--- config.mk ---
export PLATFORM = sky130hd
export DESIGN_NAME = tx_ramp_pll_cal_sequencer
export DESIGN_NICKNAME = d
export VERILOG_FILES = /design/src/include/seq_pkg.sv /design/src/core/tx_ramp_pll_cal_sequencer.sv /design/src/core/us_timer.sv
export SDC_FILE = /design/constraint.sdc
export NUM_CORES = 1
export LEC_CHECK = 0
export BUFFER_PORTS_ARGS = -buffer_cell sky130_fd_sc_hd__buf_2
export CAP_MARGIN = 20
export CORE_MARGIN = 1
export CORE_UTILIZATION = 68
export CTS_CLUSTER_SIZE = 14
export DETAILED_ROUTE_END_ITERATION = 8
export PLACE_DENSITY = 0.91
export RECOVER_POWER = 50
export SLEW_MARGIN = 30
export SYNTH_ARGS = -nofsm -noshare
export SYNTH_HDL_FRONTEND = slang
export SYNTH_SLANG_ARGS = --single-unit
export TNS_END_PERCENT = 10
--- constraint.sdc ---
create_clock -name clock_i -period 4.6 [get_ports clock_i]
set_clock_uncertainty 0.2 [all_clocks]
set_input_delay 0.69 -clock clock_i [delete_from_list [all_inputs] [get_ports clock_i]]
set_output_delay 0.69 -clock clock_i [all_outputs]
set_load 0.01 [all_outputs]
--- src/include/seq_pkg.sv ---
// Constants shared by the transmit ramp and synthesizer calibration sequencer
package seq_pkg;
	// Register offsets
	localparam logic [6:0] ADDR_RAMP = 7'h52;
	localparam logic [6:0] ADDR_TUNE = 7'h53;
	localparam logic [6:0] ADDR_CAL  = 7'h55;

	// Reset values
	localparam logic [7:0] RAMP_RST = 8'h00;
	localparam logic [7:0] TUNE_RST = 8'h52;
	localparam logic [7:0] CAL_RST  = 8'h04;

	// Ramp control fields
	localparam int TXMOD_LSB  = 4;
	localparam int LDORAMP_LSB = 2;
	localparam int TXRAMP_LSB = 0;

	// Tune time fields
	localparam int SOFT_LSB = 3;
	localparam int POST_LSB = 0;

	// Calibration control bits
	localparam int XTAL_HALF_BIT = 6;
	localparam int ADC_DONE_BIT  = 5;
	localparam int RC_FINE_BIT   = 4;
	localparam int RC_FORCE_BIT  = 3;
	localparam int VCO_DP_BIT    = 2;
	localparam int VCO_FORCE_BIT = 1;
	localparam int SKIP_VCO_BIT  = 0;
	localparam logic [7:0] CAL_WR_MASK = 8'h5f;

	// Timing
	localparam int CLK_HZ         = 10_000_000;
	localparam int TICK_US        = 1;
	localparam int TICK_CYC       = (CLK_HZ / 1_000_000) * TICK_US;
	localparam int MOD_STEP_US    = 4;
	localparam int RAMP_STEP_US   = 5;
	localparam int SETTLE_STEP_US = 10;
	localparam int RC_CAL_MS      = 2;
	localparam int RC_CAL_US      = RC_CAL_MS * 1000;
	localparam int RC_FINE_S      = 30;
	localparam int RC_FINE_US     = RC_FINE_S * 1_000_000;
	localparam int XTAL_WAKE_US   = 1000;
	localparam int VCO_CAL_US     = 50;

	// Timer slots
	localparam int T_LDO  = 0;
	localparam int T_PA   = 1;
	localparam int T_MOD  = 2;
	localparam int T_SYN  = 3;
	localparam int T_VCO  = 4;
	localparam int T_RC   = 5;
	localparam int T_PER  = 6;
	localparam int T_XTAL = 7;
	localparam int NUM_T  = 8;
endpackage

--- src/core/tx_ramp_pll_cal_sequencer.sv ---
// Transmit ramp, synthesizer settling and calibration sequencer with its registers
// Behaviour
// - After PA enable, wait txmod times 4 us before starting modulation.
// - The same modulation delay also applies during PA ramp down.
// - RF regulator ramps over 5, 10, 15 or 20 us by two-bit code.
// - PA ramps up over 5, 10, 15 or 20 us by two-bit code.
// - Retune from locked frequency waits soft settle, 0 to 310 us, 10 us steps.
// - After calibration allow post settle, 0 to 70 us, 10 us steps.
// - Cold-start settle after calibration is soft plus post settle time.
// - Wake-half bit halves the crystal oscillator wake-up period.
// - Converter calibration done bit reads 1 once that calibration finished.
// - With fine enable set, RC oscillator fine calibrates about every 30 s.
// - Force bit rising starts 2 ms RC calibration; bit clears by itself.
// - RC oscillator calibrates automatically when wake timer or wake-on-receive engages.
// - Double precision bit lengthens the VCO calibration measurement.
// - In idle with synthesizer on, force bit runs one VCO calibration, self-clears.
// - Skip bit omits VCO calibration on idle to transmit or receive.
`timescale 1ns/10ps
`default_nettype none
module tx_ramp_pll_cal_sequencer #(
	parameter int TW                = 25,
	parameter int RC_CAL_US         = seq_pkg::RC_CAL_US,
	parameter int RC_FINE_PERIOD_US = seq_pkg::RC_FINE_US,
	parameter int XTAL_WAKE_US      = seq_pkg::XTAL_WAKE_US,
	parameter int VCO_CAL_US        = seq_pkg::VCO_CAL_US
) (
	// Clock and reset
	input  wire logic       clock_i,
	input  wire logic       rst_n_i,
	// Register port
	input  wire logic [6:0] reg_addr_i,
	input  wire logic [7:0] reg_wdata_i,
	input  wire logic       reg_wr_i,
	input  wire logic       reg_rd_i,
	output logic      [7:0] reg_rdata_o,
	// Radio state events and levels
	input  wire logic       pa_on_i,
	input  wire logic       pa_off_i,
	input  wire logic       retune_i,
	input  wire logic       idle_to_txrx_i,
	input  wire logic       idle_i,
	input  wire logic       synth_on_i,
	input  wire logic       xtal_start_i,
	input  wire logic       wake_timer_en_i,
	input  wire logic       wake_on_rx_i,
	input  wire logic       rc_osc_en_i,
	input  wire logic       adc_cal_done_i,
	// Sequencer outputs
	output logic            ldo_ramp_o,
	output logic            pa_ramp_o,
	output logic            mod_start_o,
	output logic            pa_down_done_o,
	output logic            synth_settled_o,
	output logic            vco_cal_busy_o,
	output logic            rc_cal_busy_o,
	output logic            rc_fine_cal_o,
	output logic            xtal_ready_o,
	output logic            xtal_wake_half_o
);
	localparam int NT = seq_pkg::NUM_T;

	generate
		if (TW < 25 || RC_CAL_US < 1 || RC_FINE_PERIOD_US < 1 || XTAL_WAKE_US < 2
			|| VCO_CAL_US < 1 || RC_FINE_PERIOD_US >= (1 << TW) - 1
			|| 2 * VCO_CAL_US >= (1 << TW) - 1)
		begin : g_bad_param
			$error("Sequencer parameters out of range");
		end
	endgenerate

	function automatic logic [TW-1:0] ramp_us(input logic [1:0] code);
		ramp_us = TW'((int'(code) + 1) * seq_pkg::RAMP_STEP_US);
	endfunction

	// Microsecond tick
	logic [3:0] tick_cnt_r;
	logic [3:0] tick_cnt_nxt;
	logic       tick;

	assign tick = (tick_cnt_r == 4'(seq_pkg::TICK_CYC - 1));

	always_comb
	begin
		tick_cnt_nxt = tick ? 4'h0 : tick_cnt_r + 4'h1;
	end

	always_ff @(posedge clock_i or negedge rst_n_i)
	begin
		if (!rst_n_i)
			tick_cnt_r <= 4'h0;
		else
			tick_cnt_r <= tick_cnt_nxt;
	end

	// Converter calibration done comes from the analog side
	logic adc_meta_r;
	logic adc_sync_r;

	always_ff @(posedge clock_i or negedge rst_n_i)
	begin
		if (!rst_n_i)
		begin
			adc_meta_r <= 1'b0;
			adc_sync_r <= 1'b0;
		end
		else
		begin
			adc_meta_r <= adc_cal_done_i;
			adc_sync_r <= adc_meta_r;
		end
	end

	// Timers
	logic [TW-1:0] load [NT];
	logic [NT-1:0] start;
	logic [NT-1:0] busy;
	logic [NT-1:0] done;

	generate
		for (genvar i = 0; i < NT; i++)
		begin : g_tmr
			us_timer #(
				.W(TW)
			) u_tmr (
				.clock_i (clock_i),
				.rst_n_i (rst_n_i),
				.tick_i  (tick),
				.start_i (start[i]),
				.load_i  (load[i]),
				.busy_o  (busy[i]),
				.done_o  (done[i])
			);
		end
	endgenerate

	// Registers
	logic [7:0] ramp_r;
	logic [7:0] ramp_nxt;
	logic [7:0] tune_r;
	logic [7:0] tune_nxt;
	logic [7:0] cal_r;
	logic [7:0] cal_nxt;
	logic       mod_down_r;
	logic       mod_down_nxt;
	logic       vco_forced_r;
	logic       vco_forced_nxt;
	logic       rc_forced_r;
	logic       rc_forced_nxt;
	logic       rc_trig_prev_r;
	logic       rc_trig_prev_nxt;
	logic       xtal_ready_r;
	logic       xtal_ready_nxt;
	logic       mod_start_r;
	logic       mod_start_nxt;
	logic       pa_down_r;
	logic       pa_down_nxt;
	logic       settled_r;
	logic       settled_nxt;
	logic       rc_fine_r;
	logic       rc_fine_nxt;
	logic [7:0] rdata_r;
	logic [7:0] rdata_nxt;

	logic       wr_cal;
	logic       rc_edge;
	logic       rc_auto;
	logic       vco_force_go;
	logic       vco_auto_go;
	logic [4:0] soft_code;
	logic [2:0] post_code;

	assign wr_cal    = reg_wr_i && (reg_addr_i == seq_pkg::ADDR_CAL);
	assign soft_code = tune_r[seq_pkg::SOFT_LSB +: 5];
	assign post_code = tune_r[seq_pkg::POST_LSB +: 3];
	// A write of 1 in the clearing cycle still counts as a fresh request
	assign rc_edge   = wr_cal && reg_wdata_i[seq_pkg::RC_FORCE_BIT]
		&& (!cal_r[seq_pkg::RC_FORCE_BIT] || (done[seq_pkg::T_RC] && rc_forced_r))
		&& rc_osc_en_i;
	assign rc_auto   = (wake_timer_en_i || wake_on_rx_i) && !rc_trig_prev_r;
	assign vco_force_go = cal_r[seq_pkg::VCO_FORCE_BIT] && idle_i && synth_on_i
		&& !busy[seq_pkg::T_VCO] && !vco_forced_r;
	assign vco_auto_go  = idle_to_txrx_i && !cal_r[seq_pkg::SKIP_VCO_BIT];

	// Timer triggers and loads; each start reloads the timer
	always_comb
	begin
		start = '0;
		start[seq_pkg::T_LDO]  = pa_on_i;
		start[seq_pkg::T_PA]   = pa_on_i || pa_off_i;
		start[seq_pkg::T_MOD]  = pa_on_i || pa_off_i;
		start[seq_pkg::T_SYN]  = done[seq_pkg::T_VCO] || retune_i
			|| (idle_to_txrx_i && cal_r[seq_pkg::SKIP_VCO_BIT]);
		start[seq_pkg::T_VCO]  = vco_force_go || vco_auto_go;
		start[seq_pkg::T_RC]   = rc_edge || rc_auto;
		start[seq_pkg::T_PER]  = cal_r[seq_pkg::RC_FINE_BIT] && !busy[seq_pkg::T_PER]
			&& !done[seq_pkg::T_PER];
		start[seq_pkg::T_XTAL] = xtal_start_i;

		load[seq_pkg::T_LDO] = ramp_us(ramp_r[seq_pkg::LDORAMP_LSB +: 2]);
		load[seq_pkg::T_PA]  = ramp_us(ramp_r[seq_pkg::TXRAMP_LSB +: 2]);
		load[seq_pkg::T_MOD] = TW'(int'(ramp_r[seq_pkg::TXMOD_LSB +: 3])
			* seq_pkg::MOD_STEP_US);
		// After a calibration the whole cold-start time applies
		if (done[seq_pkg::T_VCO])
			load[seq_pkg::T_SYN] = TW'((int'(soft_code) + int'(post_code))
				* seq_pkg::SETTLE_STEP_US);
		else
			load[seq_pkg::T_SYN] = TW'(int'(soft_code) * seq_pkg::SETTLE_STEP_US);
		load[seq_pkg::T_VCO] = cal_r[seq_pkg::VCO_DP_BIT] ? TW'(2 * VCO_CAL_US)
			: TW'(VCO_CAL_US);
		load[seq_pkg::T_RC]  = TW'(RC_CAL_US);
		load[seq_pkg::T_PER] = TW'(RC_FINE_PERIOD_US);
		load[seq_pkg::T_XTAL] = cal_r[seq_pkg::XTAL_HALF_BIT] ? TW'(XTAL_WAKE_US / 2)
			: TW'(XTAL_WAKE_US);
	end

	// Register file, sequencing flags and output pulses
	always_comb
	begin
		ramp_nxt         = ramp_r;
		tune_nxt         = tune_r;
		cal_nxt          = cal_r;
		mod_down_nxt     = mod_down_r;
		vco_forced_nxt   = vco_forced_r;
		rc_forced_nxt    = rc_forced_r;
		rc_trig_prev_nxt = wake_timer_en_i || wake_on_rx_i;
		xtal_ready_nxt   = xtal_ready_r;
		rdata_nxt        = rdata_r;

		if (pa_off_i)
			mod_down_nxt = 1'b1;
		else if (pa_on_i)
			mod_down_nxt = 1'b0;

		// Self-clearing force bits drop when their calibration ends
		if (done[seq_pkg::T_VCO] && vco_forced_r)
		begin
			cal_nxt[seq_pkg::VCO_FORCE_BIT] = 1'b0;
			vco_forced_nxt = 1'b0;
		end
		if (vco_force_go)
			vco_forced_nxt = 1'b1;
		if (done[seq_pkg::T_RC] && rc_forced_r)
		begin
			cal_nxt[seq_pkg::RC_FORCE_BIT] = 1'b0;
			rc_forced_nxt = 1'b0;
		end
		// An automatic restart keeps a pending forced clear alive
		if (rc_edge)
			rc_forced_nxt = 1'b1;

		if (reg_wr_i)
		begin
			unique case (reg_addr_i)
				seq_pkg::ADDR_RAMP: ramp_nxt = reg_wdata_i;
				seq_pkg::ADDR_TUNE: tune_nxt = reg_wdata_i;
				seq_pkg::ADDR_CAL:
				begin
					// Write after self-clear, so a new set wins
					cal_nxt = (reg_wdata_i & seq_pkg::CAL_WR_MASK)
						| (cal_r & ~seq_pkg::CAL_WR_MASK);
					if (!rc_osc_en_i)
						cal_nxt[seq_pkg::RC_FORCE_BIT] = cal_r[seq_pkg::RC_FORCE_BIT];
				end
				default: ;
			endcase
		end

		if (xtal_start_i)
			xtal_ready_nxt = 1'b0;
		else if (done[seq_pkg::T_XTAL])
			xtal_ready_nxt = 1'b1;

		mod_start_nxt = done[seq_pkg::T_MOD] && !mod_down_r;
		pa_down_nxt   = done[seq_pkg::T_MOD] && mod_down_r;
		settled_nxt   = done[seq_pkg::T_SYN];
		rc_fine_nxt   = done[seq_pkg::T_PER] && cal_r[seq_pkg::RC_FINE_BIT];

		if (reg_rd_i)
		begin
			unique case (reg_addr_i)
				seq_pkg::ADDR_RAMP: rdata_nxt = ramp_r;
				seq_pkg::ADDR_TUNE: rdata_nxt = tune_r;
				seq_pkg::ADDR_CAL:
				begin
					rdata_nxt = cal_r & seq_pkg::CAL_WR_MASK;
					rdata_nxt[seq_pkg::ADC_DONE_BIT] = adc_sync_r;
				end
				default: rdata_nxt = 8'h00;
			endcase
		end
	end

	always_ff @(posedge clock_i or negedge rst_n_i)
	begin
		if (!rst_n_i)
		begin
			ramp_r         <= seq_pkg::RAMP_RST;
			tune_r         <= seq_pkg::TUNE_RST;
			cal_r          <= seq_pkg::CAL_RST;
			mod_down_r     <= 1'b0;
			vco_forced_r   <= 1'b0;
			rc_forced_r    <= 1'b0;
			rc_trig_prev_r <= 1'b0;
			xtal_ready_r   <= 1'b0;
			mod_start_r    <= 1'b0;
			pa_down_r      <= 1'b0;
			settled_r      <= 1'b0;
			rc_fine_r      <= 1'b0;
			rdata_r        <= 8'h00;
		end
		else
		begin
			ramp_r         <= ramp_nxt;
			tune_r         <= tune_nxt;
			cal_r          <= cal_nxt;
			mod_down_r     <= mod_down_nxt;
			vco_forced_r   <= vco_forced_nxt;
			rc_forced_r    <= rc_forced_nxt;
			rc_trig_prev_r <= rc_trig_prev_nxt;
			xtal_ready_r   <= xtal_ready_nxt;
			mod_start_r    <= mod_start_nxt;
			pa_down_r      <= pa_down_nxt;
			settled_r      <= settled_nxt;
			rc_fine_r      <= rc_fine_nxt;
			rdata_r        <= rdata_nxt;
		end
	end

	assign reg_rdata_o      = rdata_r;
	assign ldo_ramp_o       = busy[seq_pkg::T_LDO];
	assign pa_ramp_o        = busy[seq_pkg::T_PA];
	assign mod_start_o      = mod_start_r;
	assign pa_down_done_o   = pa_down_r;
	assign synth_settled_o  = settled_r;
	assign vco_cal_busy_o   = busy[seq_pkg::T_VCO];
	assign rc_cal_busy_o    = busy[seq_pkg::T_RC];
	assign rc_fine_cal_o    = rc_fine_r;
	assign xtal_ready_o     = xtal_ready_r;
	assign xtal_wake_half_o = cal_r[seq_pkg::XTAL_HALF_BIT];
endmodule
`default_nettype wire

--- src/core/us_timer.sv ---
// Restartable microsecond down-counter driven by a shared tick
`timescale 1ns/10ps
`default_nettype none
module us_timer #(
	parameter int W = 25
) (
	// Clock and reset
	input  wire logic         clock_i,
	input  wire logic         rst_n_i,
	// Control
	input  wire logic         tick_i,
	input  wire logic         start_i,
	input  wire logic [W-1:0] load_i,
	// Status
	output logic              busy_o,
	output logic              done_o
);
	logic [W-1:0] count_r;
	logic [W-1:0] count_nxt;
	logic         busy_r;
	logic         busy_nxt;
	logic         done_r;
	logic         done_nxt;

	// Load of N ends after N+1 ticks, so the wait is never short of N us
	always_comb
	begin
		count_nxt = count_r;
		busy_nxt  = busy_r;
		done_nxt  = 1'b0;
		if (start_i)
		begin
			count_nxt = load_i;
			busy_nxt  = 1'b1;
		end
		else if (busy_r && tick_i)
		begin
			if (count_r == '0)
			begin
				busy_nxt = 1'b0;
				done_nxt = 1'b1;
			end
			else
			begin
				count_nxt = count_r - 1'b1;
			end
		end
	end

	always_ff @(posedge clock_i or negedge rst_n_i)
	begin
		if (!rst_n_i)
		begin
			count_r <= '0;
			busy_r  <= 1'b0;
			done_r  <= 1'b0;
		end
		else
		begin
			count_r <= count_nxt;
			busy_r  <= busy_nxt;
			done_r  <= done_nxt;
		end
	end

	assign busy_o = busy_r;
	assign done_o = done_r;
endmodule
`default_nettype wire

==> report_table.html, run 1 <==
<table>
<tr><th>Metric</th><th>Value</th></tr>
<tr><th colspan="2">Setup path</th></tr>
<tr><td>Type of element launching the critical path</td><td>input pin</td></tr>
<tr><td>Worst Reg-to-Reg Cells</td><td>12</td></tr>
<tr><td>Flop2flop setup slack</td><td>~1.2 ns</td></tr>
<tr><td>Element type at the critical path end</td><td>async pin</td></tr>
<tr><td>Worst Setup Path Type</td><td>in -&gt; async</td></tr>
<tr><td>Endpoint required time on the critical path</td><td>between 4 and 5 ns</td></tr>
<tr><td>Worst-path fanout max</td><td>68</td></tr>
<tr><td>Data arrival at the endpoint of the critical path</td><td>3.81 ns</td></tr>
<tr><td>End of the worst register-to-register path</td><td>g_tmr[3].u_tmr.count_r[8]$_DFFE_PN0P_</td></tr>
<tr><td>Worst R2R Start</td><td>tune_r[4]$_DFFE_PN1P_</td></tr>
<tr><th colspan="2">Global routing</th></tr>
<tr><td>Global Route met2 Usage</td><td>0.524</td></tr>
<tr><td>Vias in the first global route</td><td>11500</td></tr>
<tr><td>Met1 Track Usage GR</td><td>0.417</td></tr>
<tr><td>Largest net degree at the start of global routing</td><td>121</td></tr>
<tr><td>Busiest layer in global routing</td><td>met2</td></tr>
<tr><td>Antenna violations before repair</td><td>2</td></tr>
<tr><td>Overflow after GRT</td><td>0</td></tr>
<tr><td>Wire length of the first global-routing pass</td><td>54900 um</td></tr>
<tr><td>GRT Overall Usage</td><td>0.310</td></tr>
<tr><td>Met3 demand-to-capacity share in global routing</td><td>0.0367</td></tr>
<tr><th colspan="2">Power and ir drop</th></tr>
<tr><td>Leakage power total</td><td>6.60 nW</td></tr>
<tr><td>Switching power share of the total</td><td>0.287</td></tr>
<tr><td>Portion of total power attributed to sequential cells</td><td>0.449</td></tr>
<tr><td>Clock network power share</td><td>0.382</td></tr>
<tr><td>Internal Dissipation</td><td>4.25 mW</td></tr>
<tr><td>Power spent charging and discharging nets</td><td>1.71 mW</td></tr>
<tr><td>Power density relative to cell area</td><td>~390 nW/um^2</td></tr>
<tr><td>IR drop worst, VDD</td><td>287 uV</td></tr>
<tr><td>Combinational group share of total power</td><td>0.169</td></tr>
<tr><th colspan="2">Logic synthesis</th></tr>
<tr><td>Share of synthesized flip-flops with an asynchronous set or reset</td><td>1.00</td></tr>
<tr><td>Commonest cells in the synthesized netlist</td><td>sky130_fd_sc_hd__dfrtp_1, sky130_fd_sc_hd__a21oi_1, sky130_fd_sc_hd__nor2_1</td></tr>
<tr><td>Register bit total from synthesis</td><td>259</td></tr>
<tr><td>Number of warnings reported in the yosys synthesis log</td><td>0</td></tr>
<tr><td>Number of enable flip-flop cells after synthesis</td><td>0</td></tr>
<tr><td>Number of different library cells in the post-synthesis netlist</td><td>87</td></tr>
<tr><td>Most common cell in the synthesized netlist</td><td>sky130_fd_sc_hd__dfrtp_1</td></tr>
<tr><td>Net Count, Synth</td><td>1481</td></tr>
<tr><td>Biggest area consumer among synthesized cells</td><td>sky130_fd_sc_hd__dfrtp_1</td></tr>
<tr><td>Sequential area share after synthesis</td><td>0.463</td></tr>
<tr><td>Synth Area per Inst</td><td>9.88 um^2</td></tr>
<tr><td>Most used flip-flop cell after synthesis</td><td>sky130_fd_sc_hd__dfrtp_1</td></tr>
<tr><td>Netlist Area Pre-Place</td><td>about 14000 um^2</td></tr>
<tr><td>Largest cells by area after synthesis</td><td>sky130_fd_sc_hd__dfrtp_1, sky130_fd_sc_hd__or4_1, sky130_fd_sc_hd__a21oi_1, sky130_fd_sc_hd__or3_1, sky130_fd_sc_hd__xnor2_1</td></tr>
<tr><td>Top cell type's share of synthesized area</td><td>0.455</td></tr>
<tr><td>Number of instances in the synthesized netlist</td><td>1419</td></tr>
<tr><th colspan="2">Outcome</th></tr>
<tr><td>Violated checks</td><td>max-capacitance violations, max-slew violations</td></tr>
<tr><td>Run status</td><td>finished with violations</td></tr>
<tr><th colspan="2">Clock tree</th></tr>
<tr><td>Clock insertion delay at the later pin of the skew report</td><td>0.53 ns</td></tr>
<tr><td>Maximum buffer depth of the clock tree</td><td>3</td></tr>
<tr><td>CTS-repair resized insts</td><td>0</td></tr>
<tr><td>Clock transition at the registers of the reported paths</td><td>0.06 ns</td></tr>
<tr><td>Maximum level of the CTS H-tree</td><td>1</td></tr>
<tr><td>Cts bufs inserted</td><td>27</td></tr>
<tr><td>CTS tree</td><td>done</td></tr>
<tr><td>Clock sink count</td><td>259</td></tr>
<tr><td>Library cell used as clock root buffer</td><td>sky130_fd_sc_hd__clkbuf_16</td></tr>
<tr><th colspan="2">Floorplanning</th></tr>
<tr><td>Die height</td><td>146 um</td></tr>
<tr><td>Die ar.</td><td>approximately 21000 um^2</td></tr>
<tr><td>Placement row count</td><td>52</td></tr>
<tr><td>Number of top-level design ports</td><td>48</td></tr>
<tr><td>Die boundary width</td><td>approximately 150 um</td></tr>
<tr><td>Floorplan Core Area</td><td>between 20000 and 25000 um^2</td></tr>
<tr><td>Starting utilization of the core area</td><td>0.693</td></tr>
<tr><th colspan="2">Timing</th></tr>
<tr><td>Final-report max-slew violation count</td><td>68</td></tr>
<tr><td>Final setup viols</td><td>0</td></tr>
<tr><td>Unrepaired setup endpoints after global routing</td><td>false</td></tr>
<tr><td>Worst slew margin relative to its limit</td><td>-0.159</td></tr>
<tr><td>Total negative setup slack</td><td>0 ns</td></tr>
<tr><td>Worst setup slack after layout</td><td>between 1 and 1.5 ns</td></tr>
<tr><td>Min Tclk post-route</td><td>3.45 ns</td></tr>
<tr><td>Number of hold violations in the final report</td><td>0</td></tr>
<tr><td>Highest clock rate</td><td>290 MHz</td></tr>
<tr><td>Crit share post-route</td><td>0.749</td></tr>
<tr><td>Transition at the pin with the smallest max-transition slack</td><td>between 1.5 and 2 ns</td></tr>
<tr><th colspan="2">Placement</th></tr>
<tr><td>Count of buffers inserted at the top-level ports</td><td>47</td></tr>
<tr><td>Placement Setup Slack</td><td>1.32 ns</td></tr>
<tr><td>Routability congestion estimate from global placement</td><td>a little under 0.9</td></tr>
<tr><td>HPWL reported at the end of detailed placement</td><td>21400 um</td></tr>
<tr><th colspan="2">Detailed routing</th></tr>
<tr><td>DRC violations left</td><td>0</td></tr>
<tr><td>Number of iterations in the first detailed-routing pass</td><td>7</td></tr>
<tr><td>1st-iter DRT viols</td><td>911</td></tr>
<tr><td>Antenna viol nets, final</td><td>0</td></tr>
<tr><td>Final wirelength</td><td>about 33000 um</td></tr>
<tr><td>Avg Vias per Cell</td><td>6.82</td></tr>
<tr><td>Wire per inst</td><td>about 19 um</td></tr>
<tr><td>Via count</td><td>11900</td></tr>
<tr><th colspan="2">Job</th></tr>
<tr><td>Maxcap violations</td><td>1</td></tr>
<tr><th colspan="2">Cells and area</th></tr>
<tr><td>Area growth from synthesis to layout</td><td>10.1%</td></tr>
<tr><td>Fraction of layout instances using a drive strength above 1</td><td>0.112</td></tr>
<tr><td>Fin nets</td><td>roughly 1500</td></tr>
<tr><th colspan="2">Hold path</th></tr>
<tr><td>Type of the worst min-delay path</td><td>in -&gt; reg</td></tr>
<tr><td>Worst min-delay path startpoint</td><td>adc_cal_done_i</td></tr>
<tr><td>Min-Delay Endpoint</td><td>adc_meta_r$_DFF_PN0_</td></tr>
<tr><td>Worst hold path depth</td><td>1</td></tr>
</table>
worst max-delay path by stage:
stage                                      from                                     to  slack [ns]
after floorplan           tune_r[1]$_DFFE_PN1P_  g_tmr[3].u_tmr.count_r[8]$_DFFE_PN0P_        1.52
after global placement    tune_r[4]$_DFFE_PN1P_  g_tmr[3].u_tmr.count_r[8]$_DFFE_PN0P_        1.40
after detailed placement  tune_r[4]$_DFFE_PN1P_  g_tmr[3].u_tmr.count_r[8]$_DFFE_PN0P_        1.32
after CTS                 tune_r[3]$_DFFE_PN0P_  g_tmr[3].u_tmr.count_r[8]$_DFFE_PN0P_        1.25
after global routing                    rst_n_i  g_tmr[2].u_tmr.count_r[5]$_DFFE_PN0P_        0.66
final                                   rst_n_i  g_tmr[2].u_tmr.count_r[5]$_DFFE_PN0P_        1.15
metal layers:
layer,wire length [um],share of wire,vias up
li1,-,-,5475
met1,13700,0.42,5847
met2,16300,0.49,448
met3,1910,0.058,80
met4,983,0.030,0
met5,0,0,-
power groups by stage:
stage | Sequential (mW) | Clock [mW] | Combinational, mW
6_report | 2.68 | 2.28 | 1.01
5_1_grt | 2.70 | 2.39 | 1.11
4_1_cts | 2.66 | 2.30 | 0.997
3_5_place_dp | 2.70 | 0 | 0.977
3_3_place_gp | 2.68 | 0 | 0.919
2_1_floorplan | 2.64 | 0 | 0.751
what timing repair did:
action | 4_1_cts | 5_1_grt
endpoints found under the hold margin | 0 | 52
hold buffers | 0 | 1
setup buffers | 0 | 0
final cells by class:
type / count / area, um^2
flip-flops and latches: 259 / 6490
multi-input cells: 1047 / 7130
clock inverters: 10 / 125
diodes: 3 / 7.51
well taps: 270 / 338
clock buffers: 38 / 807
fillers: 1326 / 4810
inverters: 47 / 176
repair buffers: 63 / 359
logic make-up (layout without fill, tap and decap cells):
group | Yosys count | after routing | share of synthesized area
multiplexers | 45 | 45 | 0.0344
AO/OA/AOI/OAI | 355 | 355 | 0.171
adder cells (fa/ha/maj) | 32 | 32 | 0.0302
AND/OR/NAND/NOR | 551 | 551 | 0.230
buffers and inverters | 113 | 158 | 0.0321
other | 0 | 3 | 0
flip-flops | 259 | 259 | 0.463
XOR/XNOR | 64 | 64 | 0.0400
worst max-delay path, stage by stage:
cell and delay, ns:
sky130_fd_sc_hd__dlygate4sd3_1 0.56, sky130_fd_sc_hd__buf_8 0.34, sky130_fd_sc_hd__clkbuf_2 1.34, sky130_fd_sc_hd__clkbuf_2 0.81
stage by stage:
step	instances	utilization	total power, mW	instance area (um^2)	hold slack (ns)
final	1737	0.762	5.96	15400	0.0668
after floorplan	1419	-	3.39	14000	0.131
after detailed placement	1684	0.716	3.67	14500	0.138
after global placement	1684	0.716	3.60	14500	0.135
after CTS	1732	0.762	5.97	15400	0.0509
after global routing	1737	0.762	6.20	15400	0.0472
flip-flops by register name, indices dropped and copies added (netlist names):
register,flops
pa_down_done_o,1
adc_sync_r,1
vco_forced_r,1
adc_meta_r,1
mod_start_o,1
ramp_r,8
tick_cnt_r,4
reg_rdata_o,8
g_tmr.u_tmr.count_r,200
rc_fine_cal_o,1
cal_r,6
g_tmr.u_tmr.busy_o,8
rc_forced_r,1
tune_r,8
g_tmr.u_tmr.done_o,6
synth_settled_o,1
rc_trig_prev_r,1
mod_down_r,1
xtal_ready_o,1
cell usage in the layout, fill, tap and decap left out, types with 10 or more instances in the layout:
master / Yosys / final
sky130_fd_sc_hd__or3_1: 71 / 71
sky130_fd_sc_hd__o21ai_1: 11 / 11
sky130_fd_sc_hd__clkbuf_16: 0 / 27
sky130_fd_sc_hd__xor2_1: 14 / 14
sky130_fd_sc_hd__o31a_1: 10 / 10
sky130_fd_sc_hd__clkbuf_1: 49 / 23
sky130_fd_sc_hd__nand2b_1: 11 / 11
sky130_fd_sc_hd__o22ai_1: 10 / 10
sky130_fd_sc_hd__buf_4: 1 / 10
sky130_fd_sc_hd__nor3_1: 32 / 32
sky130_fd_sc_hd__xnor2_1: 50 / 50
sky130_fd_sc_hd__nand2_1: 74 / 74
sky130_fd_sc_hd__o41ai_1: 12 / 12
sky130_fd_sc_hd__o211ai_1: 18 / 18
sky130_fd_sc_hd__nand3_1: 31 / 31
sky130_fd_sc_hd__inv_1: 46 / 46
sky130_fd_sc_hd__or4_1: 72 / 72
sky130_fd_sc_hd__o31ai_1: 50 / 49
sky130_fd_sc_hd__nor2b_1: 10 / 10
sky130_fd_sc_hd__buf_2: 12 / 26
sky130_fd_sc_hd__nor4_1: 46 / 46
sky130_fd_sc_hd__nor2_1: 100 / 100
sky130_fd_sc_hd__or2_2: 15 / 15
sky130_fd_sc_hd__o21ai_0: 51 / 50
sky130_fd_sc_hd__mux2_2: 25 / 25
sky130_fd_sc_hd__nand4_1: 17 / 17
sky130_fd_sc_hd__dfrtp_1: 255 / 255
sky130_fd_sc_hd__ha_1: 29 / 29
sky130_fd_sc_hd__a211oi_1: 18 / 17
sky130_fd_sc_hd__mux2i_1: 20 / 20
sky130_fd_sc_hd__a21oi_1: 101 / 101
(Power assumes the default switching activity.)
==> run 2, diff against run 1 <==
--- a/config.mk
+++ b/config.mk
@@ -5,13 +5,14 @@
 export SDC_FILE = /design/constraint.sdc
 export NUM_CORES = 1
 export LEC_CHECK = 0
+export ABC_AREA = 1
 export BUFFER_PORTS_ARGS = -buffer_cell sky130_fd_sc_hd__buf_2
 export CAP_MARGIN = 20
 export CORE_MARGIN = 1
-export CORE_UTILIZATION = 68
+export CORE_UTILIZATION = 64
 export CTS_CLUSTER_SIZE = 14
 export DETAILED_ROUTE_END_ITERATION = 8
-export PLACE_DENSITY = 0.91
+export PLACE_DENSITY = 0.87
 export RECOVER_POWER = 50
 export SLEW_MARGIN = 30
 export SYNTH_ARGS = -nofsm -noshare
==> constraint.sdc (replaced) <==
create_clock -name clock_i -period 3.4 [get_ports clock_i]
set_clock_uncertainty 0.2 [all_clocks]
set_input_delay 0.51 -clock clock_i [delete_from_list [all_inputs] [get_ports clock_i]]
set_output_delay 0.51 -clock clock_i [all_outputs]
set_load 0.01 [all_outputs]
==> run 2 against run 1 <==
  * The flow still finishes with violations (max-capacitance violations, max-slew violations)
  * Register-to-register slack worse by 0.94 ns
  * Hold slack worse by 0.0046 ns
  * Largest cell class unchanged
  * Core utilization is 5.0 points lower
  * Global-route usage is 0.48 points lower
==> report_table.html, run 2 <==
<table>
<tr><th>Metric</th><th>Value</th></tr>
<tr><th colspan="2">Global routing</th></tr>
<tr><td>GRT Overall Usage</td><td>0.306 (was 0.310)</td></tr>
<tr><td>Vias in the first global route</td><td>14800 (was 11500)</td></tr>
<tr><td>Largest net degree at the start of global routing</td><td>83 (was 121)</td></tr>
<tr><td>Antenna violations before repair</td><td>2 (unchanged)</td></tr>
<tr><td>Overflow after GRT</td><td>0 (unchanged)</td></tr>
<tr><td>Wire length of the first global-routing pass</td><td>68000 um (was 54900 um)</td></tr>
<tr><th colspan="2">Logic synthesis</th></tr>
<tr><td>Number of warnings reported in the yosys synthesis log</td><td>0 (unchanged)</td></tr>
<tr><td>Share of synthesized flip-flops with an asynchronous set or reset</td><td>1.00 (unchanged)</td></tr>
<tr><td>Biggest area consumer among synthesized cells</td><td>sky130_fd_sc_hd__dfrtp_1 (unchanged)</td></tr>
<tr><td>Number of different library cells in the post-synthesis netlist</td><td>46 (was 87)</td></tr>
<tr><td>Synth Area per Inst</td><td>6.88 um^2 (was 9.88 um^2)</td></tr>
<tr><td>Sequential area share after synthesis</td><td>0.388 (was 0.463)</td></tr>
<tr><td>Netlist Area Pre-Place</td><td>16700 um^2 (was 14000 um^2)</td></tr>
<tr><td>Most used flip-flop cell after synthesis</td><td>sky130_fd_sc_hd__dfrtp_1 (unchanged)</td></tr>
<tr><td>Net Count, Synth</td><td>2490 (was 1481)</td></tr>
<tr><td>Commonest cells in the synthesized netlist</td><td>sky130_fd_sc_hd__nand2_1, sky130_fd_sc_hd__nor2_1, sky130_fd_sc_hd__nand3_1 (was sky130_fd_sc_hd__dfrtp_1, sky130_fd_sc_hd__a21oi_1, sky130_fd_sc_hd__nor2_1)</td></tr>
<tr><td>Largest cells by area after synthesis</td><td>sky130_fd_sc_hd__dfrtp_1, sky130_fd_sc_hd__nand2_1, sky130_fd_sc_hd__nor2_1, sky130_fd_sc_hd__nand3_1, sky130_fd_sc_hd__inv_1 (was sky130_fd_sc_hd__dfrtp_1, sky130_fd_sc_hd__or4_1, sky130_fd_sc_hd__a21oi_1, sky130_fd_sc_hd__or3_1, sky130_fd_sc_hd__xnor2_1)</td></tr>
<tr><td>Number of instances in the synthesized netlist</td><td>2428 (was 1419)</td></tr>
<tr><td>Number of enable flip-flop cells after synthesis</td><td>0 (unchanged)</td></tr>
<tr><td>Register bit total from synthesis</td><td>259 (unchanged)</td></tr>
<tr><td>Most common cell in the synthesized netlist</td><td>sky130_fd_sc_hd__nand2_1 (was sky130_fd_sc_hd__dfrtp_1)</td></tr>
<tr><td>Top cell type's share of synthesized area</td><td>0.382 (was 0.455)</td></tr>
<tr><th colspan="2">Placement</th></tr>
<tr><td>Routability congestion estimate from global placement</td><td>0.914 (was 0.868)</td></tr>
<tr><td>HPWL reported at the end of detailed placement</td><td>28200 um (was 21400 um)</td></tr>
<tr><td>Count of buffers inserted at the top-level ports</td><td>47 (unchanged)</td></tr>
<tr><th colspan="2">Timing</th></tr>
<tr><td>Final-report max-slew violation count</td><td>82 (was 68)</td></tr>
<tr><td>Hold Worst Slack</td><td>0.0622 ns (was 0.0668 ns)</td></tr>
<tr><td>Total negative setup slack</td><td>0 ns (unchanged)</td></tr>
<tr><td>Min Tclk post-route</td><td>3.15 ns</td></tr>
<tr><td>Final setup viols</td><td>0 (unchanged)</td></tr>
<tr><td>Worst slew margin relative to its limit</td><td>-0.426 (was -0.159)</td></tr>
<tr><td>Number of hold violations in the final report</td><td>0 (unchanged)</td></tr>
<tr><td>Highest clock rate</td><td>317 MHz</td></tr>
<tr><td>Unrepaired setup endpoints after global routing</td><td>false (unchanged)</td></tr>
<tr><td>Transition at the pin with the smallest max-transition slack</td><td>2.14 ns (was 1.74 ns)</td></tr>
<tr><td>Crit share post-route</td><td>0.928</td></tr>
<tr><th colspan="2">Clock tree</th></tr>
<tr><td>Cts bufs inserted</td><td>29 (was 27)</td></tr>
<tr><td>Maximum buffer depth of the clock tree</td><td>3 (unchanged)</td></tr>
<tr><td>Clock insertion delay at the later pin of the skew report</td><td>0.56 ns (was 0.53 ns)</td></tr>
<tr><td>CTS tree</td><td>done (unchanged)</td></tr>
<tr><td>Clock sink count</td><td>259 (unchanged)</td></tr>
<tr><td>Clock transition at the registers of the reported paths</td><td>0.06 ns (about the same)</td></tr>
<tr><td>Maximum level of the CTS H-tree</td><td>1 (unchanged)</td></tr>
<tr><td>Library cell used as clock root buffer</td><td>sky130_fd_sc_hd__clkbuf_16 (unchanged)</td></tr>
<tr><th colspan="2">Floorplanning</th></tr>
<tr><td>Die boundary width</td><td>164 um (was 146 um)</td></tr>
<tr><td>Floorplan Core Area</td><td>25400 um^2 (was 20200 um^2)</td></tr>
<tr><td>Starting utilization of the core area</td><td>0.657 (was 0.693)</td></tr>
<tr><td>Number of top-level design ports</td><td>48 (unchanged)</td></tr>
<tr><td>Placement row count</td><td>58 (was 52)</td></tr>
<tr><td>Die height</td><td>164 um (was 146 um)</td></tr>
<tr><td>Die ar.</td><td>26700 um^2 (was 21200 um^2)</td></tr>
<tr><th colspan="2">Cells and area</th></tr>
<tr><td>Area growth from synthesis to layout</td><td>8.32% (was 10.1%)</td></tr>
<tr><td>Fin nets</td><td>2528 (was 1507)</td></tr>
<tr><td>Most flop-heavy register</td><td>g_tmr.u_tmr.count_r (unchanged)</td></tr>
<tr><td>Total inserted antenna cells</td><td>0 (was 3)</td></tr>
<tr><td>Fraction of layout instances using a drive strength above 1</td><td>0.0812 (was 0.112)</td></tr>
<tr><td>Number of flip-flops under the largest register name</td><td>200 (unchanged)</td></tr>
<tr><td>Top library cells by usage in the layout, fill and taps aside</td><td>sky130_fd_sc_hd__nand2_1, sky130_fd_sc_hd__nor2_1, sky130_fd_sc_hd__nand3_1 (was sky130_fd_sc_hd__dfrtp_1, sky130_fd_sc_hd__a21oi_1, sky130_fd_sc_hd__nor2_1)</td></tr>
<tr><td>Leading cell type in the layout, fill and taps excluded</td><td>sky130_fd_sc_hd__nand2_1 (was sky130_fd_sc_hd__dfrtp_1)</td></tr>
<tr><th colspan="2">Setup path</th></tr>
<tr><td>Element type at the critical path end</td><td>flip-flop (was async pin)</td></tr>
<tr><td>Endpoint required time on the critical path</td><td>3.66 ns (was 4.97 ns)</td></tr>
<tr><td>Worst Setup Path Type</td><td>reg -&gt; reg (was in -&gt; async)</td></tr>
<tr><td>Data arrival at the endpoint of the critical path</td><td>3.41 ns (was 3.81 ns)</td></tr>
<tr><td>Type of element launching the critical path</td><td>flip-flop (was input pin)</td></tr>
<tr><td>Worst-path fanout max</td><td>5 (was 68)</td></tr>
<tr><th colspan="2">Power and ir drop</th></tr>
<tr><td>Post-route total power</td><td>12.4 mW (was 5.96 mW)</td></tr>
<tr><td>Leakage power total</td><td>9.64 nW (was 6.60 nW)</td></tr>
<tr><td>Power density relative to cell area</td><td>687 nW/um^2 (was 387 nW/um^2)</td></tr>
<tr><td>IR drop worst, VDD</td><td>517 uV (was 287 uV)</td></tr>
<tr><th colspan="2">Detailed routing</th></tr>
<tr><td>Wire per inst</td><td>14.2 um (was 18.9 um)</td></tr>
<tr><td>Avg Vias per Cell</td><td>5.70 (was 6.82)</td></tr>
<tr><td>1st-iter DRT viols</td><td>1315 (was 911)</td></tr>
<tr><td>DRC violations left</td><td>0 (unchanged)</td></tr>
<tr><td>Via count</td><td>16100 (was 11900)</td></tr>
<tr><td>Number of iterations in the first detailed-routing pass</td><td>6 (was 7)</td></tr>
<tr><td>Antenna viol nets, final</td><td>0 (unchanged)</td></tr>
<tr><td>Final wirelength</td><td>40000 um (was 32900 um)</td></tr>
<tr><th colspan="2">Job</th></tr>
<tr><td>Maxcap violations</td><td>1 (unchanged)</td></tr>
<tr><th colspan="2">Outcome</th></tr>
<tr><td>Run status</td><td>finished with violations (unchanged)</td></tr>
<tr><td>Violated checks</td><td>max-capacitance violations, max-slew violations (unchanged)</td></tr>
<tr><th colspan="2">Hold path</th></tr>
<tr><td>Type of the worst min-delay path</td><td>in -&gt; reg (unchanged)</td></tr>
</table>
[run 2: where the power goes]
| part | internal, mW | switching, mW |
|---|---|---|
| clock | 1.97 | 1.32 |
| sequential | 3.61 | 0.641 |
| combinational | 1.63 | 3.25 |
[run 2: metrics by stage]
| step | std cells | area (um^2) | worst slack [ns] | util |
|---|---|---|---|---|
| 2_1_floorplan | 2428 | 16700 | 0.461 | - |
| 3_3_place_gp | 2759 | 17100 | 0.299 | 0.672 |
| 3_5_place_dp | 2759 | 17100 | 0.254 | 0.672 |
| 4_1_cts | 2818 | 18100 | 0.229 | 0.714 |
| 5_1_grt | 2819 | 18100 | 0.0144 | 0.712 |
| 6_report | 2819 | 18100 | 0.246 | 0.712 |
[run 2: cells by family (layout without fill, tap and decap cells)]
logic type | after synthesis | count (layout) | share of synthesized area
muxes | 3 | 3 | 0.00180
and+or+nand+nor | 1581 | 1581 | 0.408
adders and majority gates | 32 | 32 | 0.0253
AOI/OAI and AO/OA | 219 | 219 | 0.0746
xor gates and xnor gates | 50 | 50 | 0.0262
buffers and inverters | 284 | 345 | 0.0761
DFF | 259 | 259 | 0.388
[run 2: layout make-up]
cell class / instances / area, um^2
Clock inverter: 15 / 171
Timing Repair Buffer: 67 / 409
Inverter: 224 / 843
Tap cell: 330 / 413
Clock buffer: 39 / 843
Sequential cell: 259 / 6490
Fill cell: 2056 / 7310
Multi-Input combinational cell: 1885 / 8920
[run 2: layer usage]
metal	up-vias	wire [um]	part of all wire	global-route usage
met5	-	24	0.00060	0
met4	4	1320	0.033	0.105
met3	100	2110	0.053	0.0381
met2	456	19200	0.48	0.522
met1	7598	17300	0.43	0.401
li1	7918	-	-	-
[run 2: final timing paths]
kind | from | to | slack (ns) | depth (start not counted)
worst max-delay path | tune_r[3]$_DFFE_PN0P_ | g_tmr[3].u_tmr.count_r[8]$_DFFE_PN0P_ | 0.25 | 15
worst min-delay path | reg_rd_i | reg_rdata_o[7]$_DFFE_PN0P_ | 0.06 | 3
worst max register to register | tune_r[3]$_DFFE_PN0P_ | g_tmr[3].u_tmr.count_r[8]$_DFFE_PN0P_ | 0.25 | 15
worst min register to register | adc_meta_r$_DFF_PN0_ | adc_sync_r$_DFF_PN0_ | 0.16 | 0
max in group asynchronous | rst_n_i | tune_r[3]$_DFFE_PN0P_ | 0.45 | 3
min in group asynchronous | rst_n_i | g_tmr[2].u_tmr.count_r[17]$_DFFE_PN0P_ | 0.89 | 2
[run 2: critical path, cell delays in order, from the launching register on]
cell                      delay, ns
sky130_fd_sc_hd__dfrtp_1       0.42
sky130_fd_sc_hd__ha_1          0.21
sky130_fd_sc_hd__inv_1         0.06
sky130_fd_sc_hd__fa_1          0.41
sky130_fd_sc_hd__o21ai_0       0.22
sky130_fd_sc_hd__xor2_1        0.24
sky130_fd_sc_hd__ha_1          0.31
sky130_fd_sc_hd__fa_1          0.47
sky130_fd_sc_hd__nand3_1       0.09
sky130_fd_sc_hd__nand3_1       0.08
sky130_fd_sc_hd__nand3_1       0.07
sky130_fd_sc_hd__nand3_1       0.07
sky130_fd_sc_hd__nand2_1       0.07
sky130_fd_sc_hd__nand2_1       0.04
sky130_fd_sc_hd__nand2_1       0.05
sky130_fd_sc_hd__nand2_1       0.04
[run 2: timing repair]
action,CTS,global route
hold buffers,5,0
endpoints found under the hold margin,81,0
endpoints found under the setup margin,0,1
gates resized for setup,0,0
buffers inserted,0,1
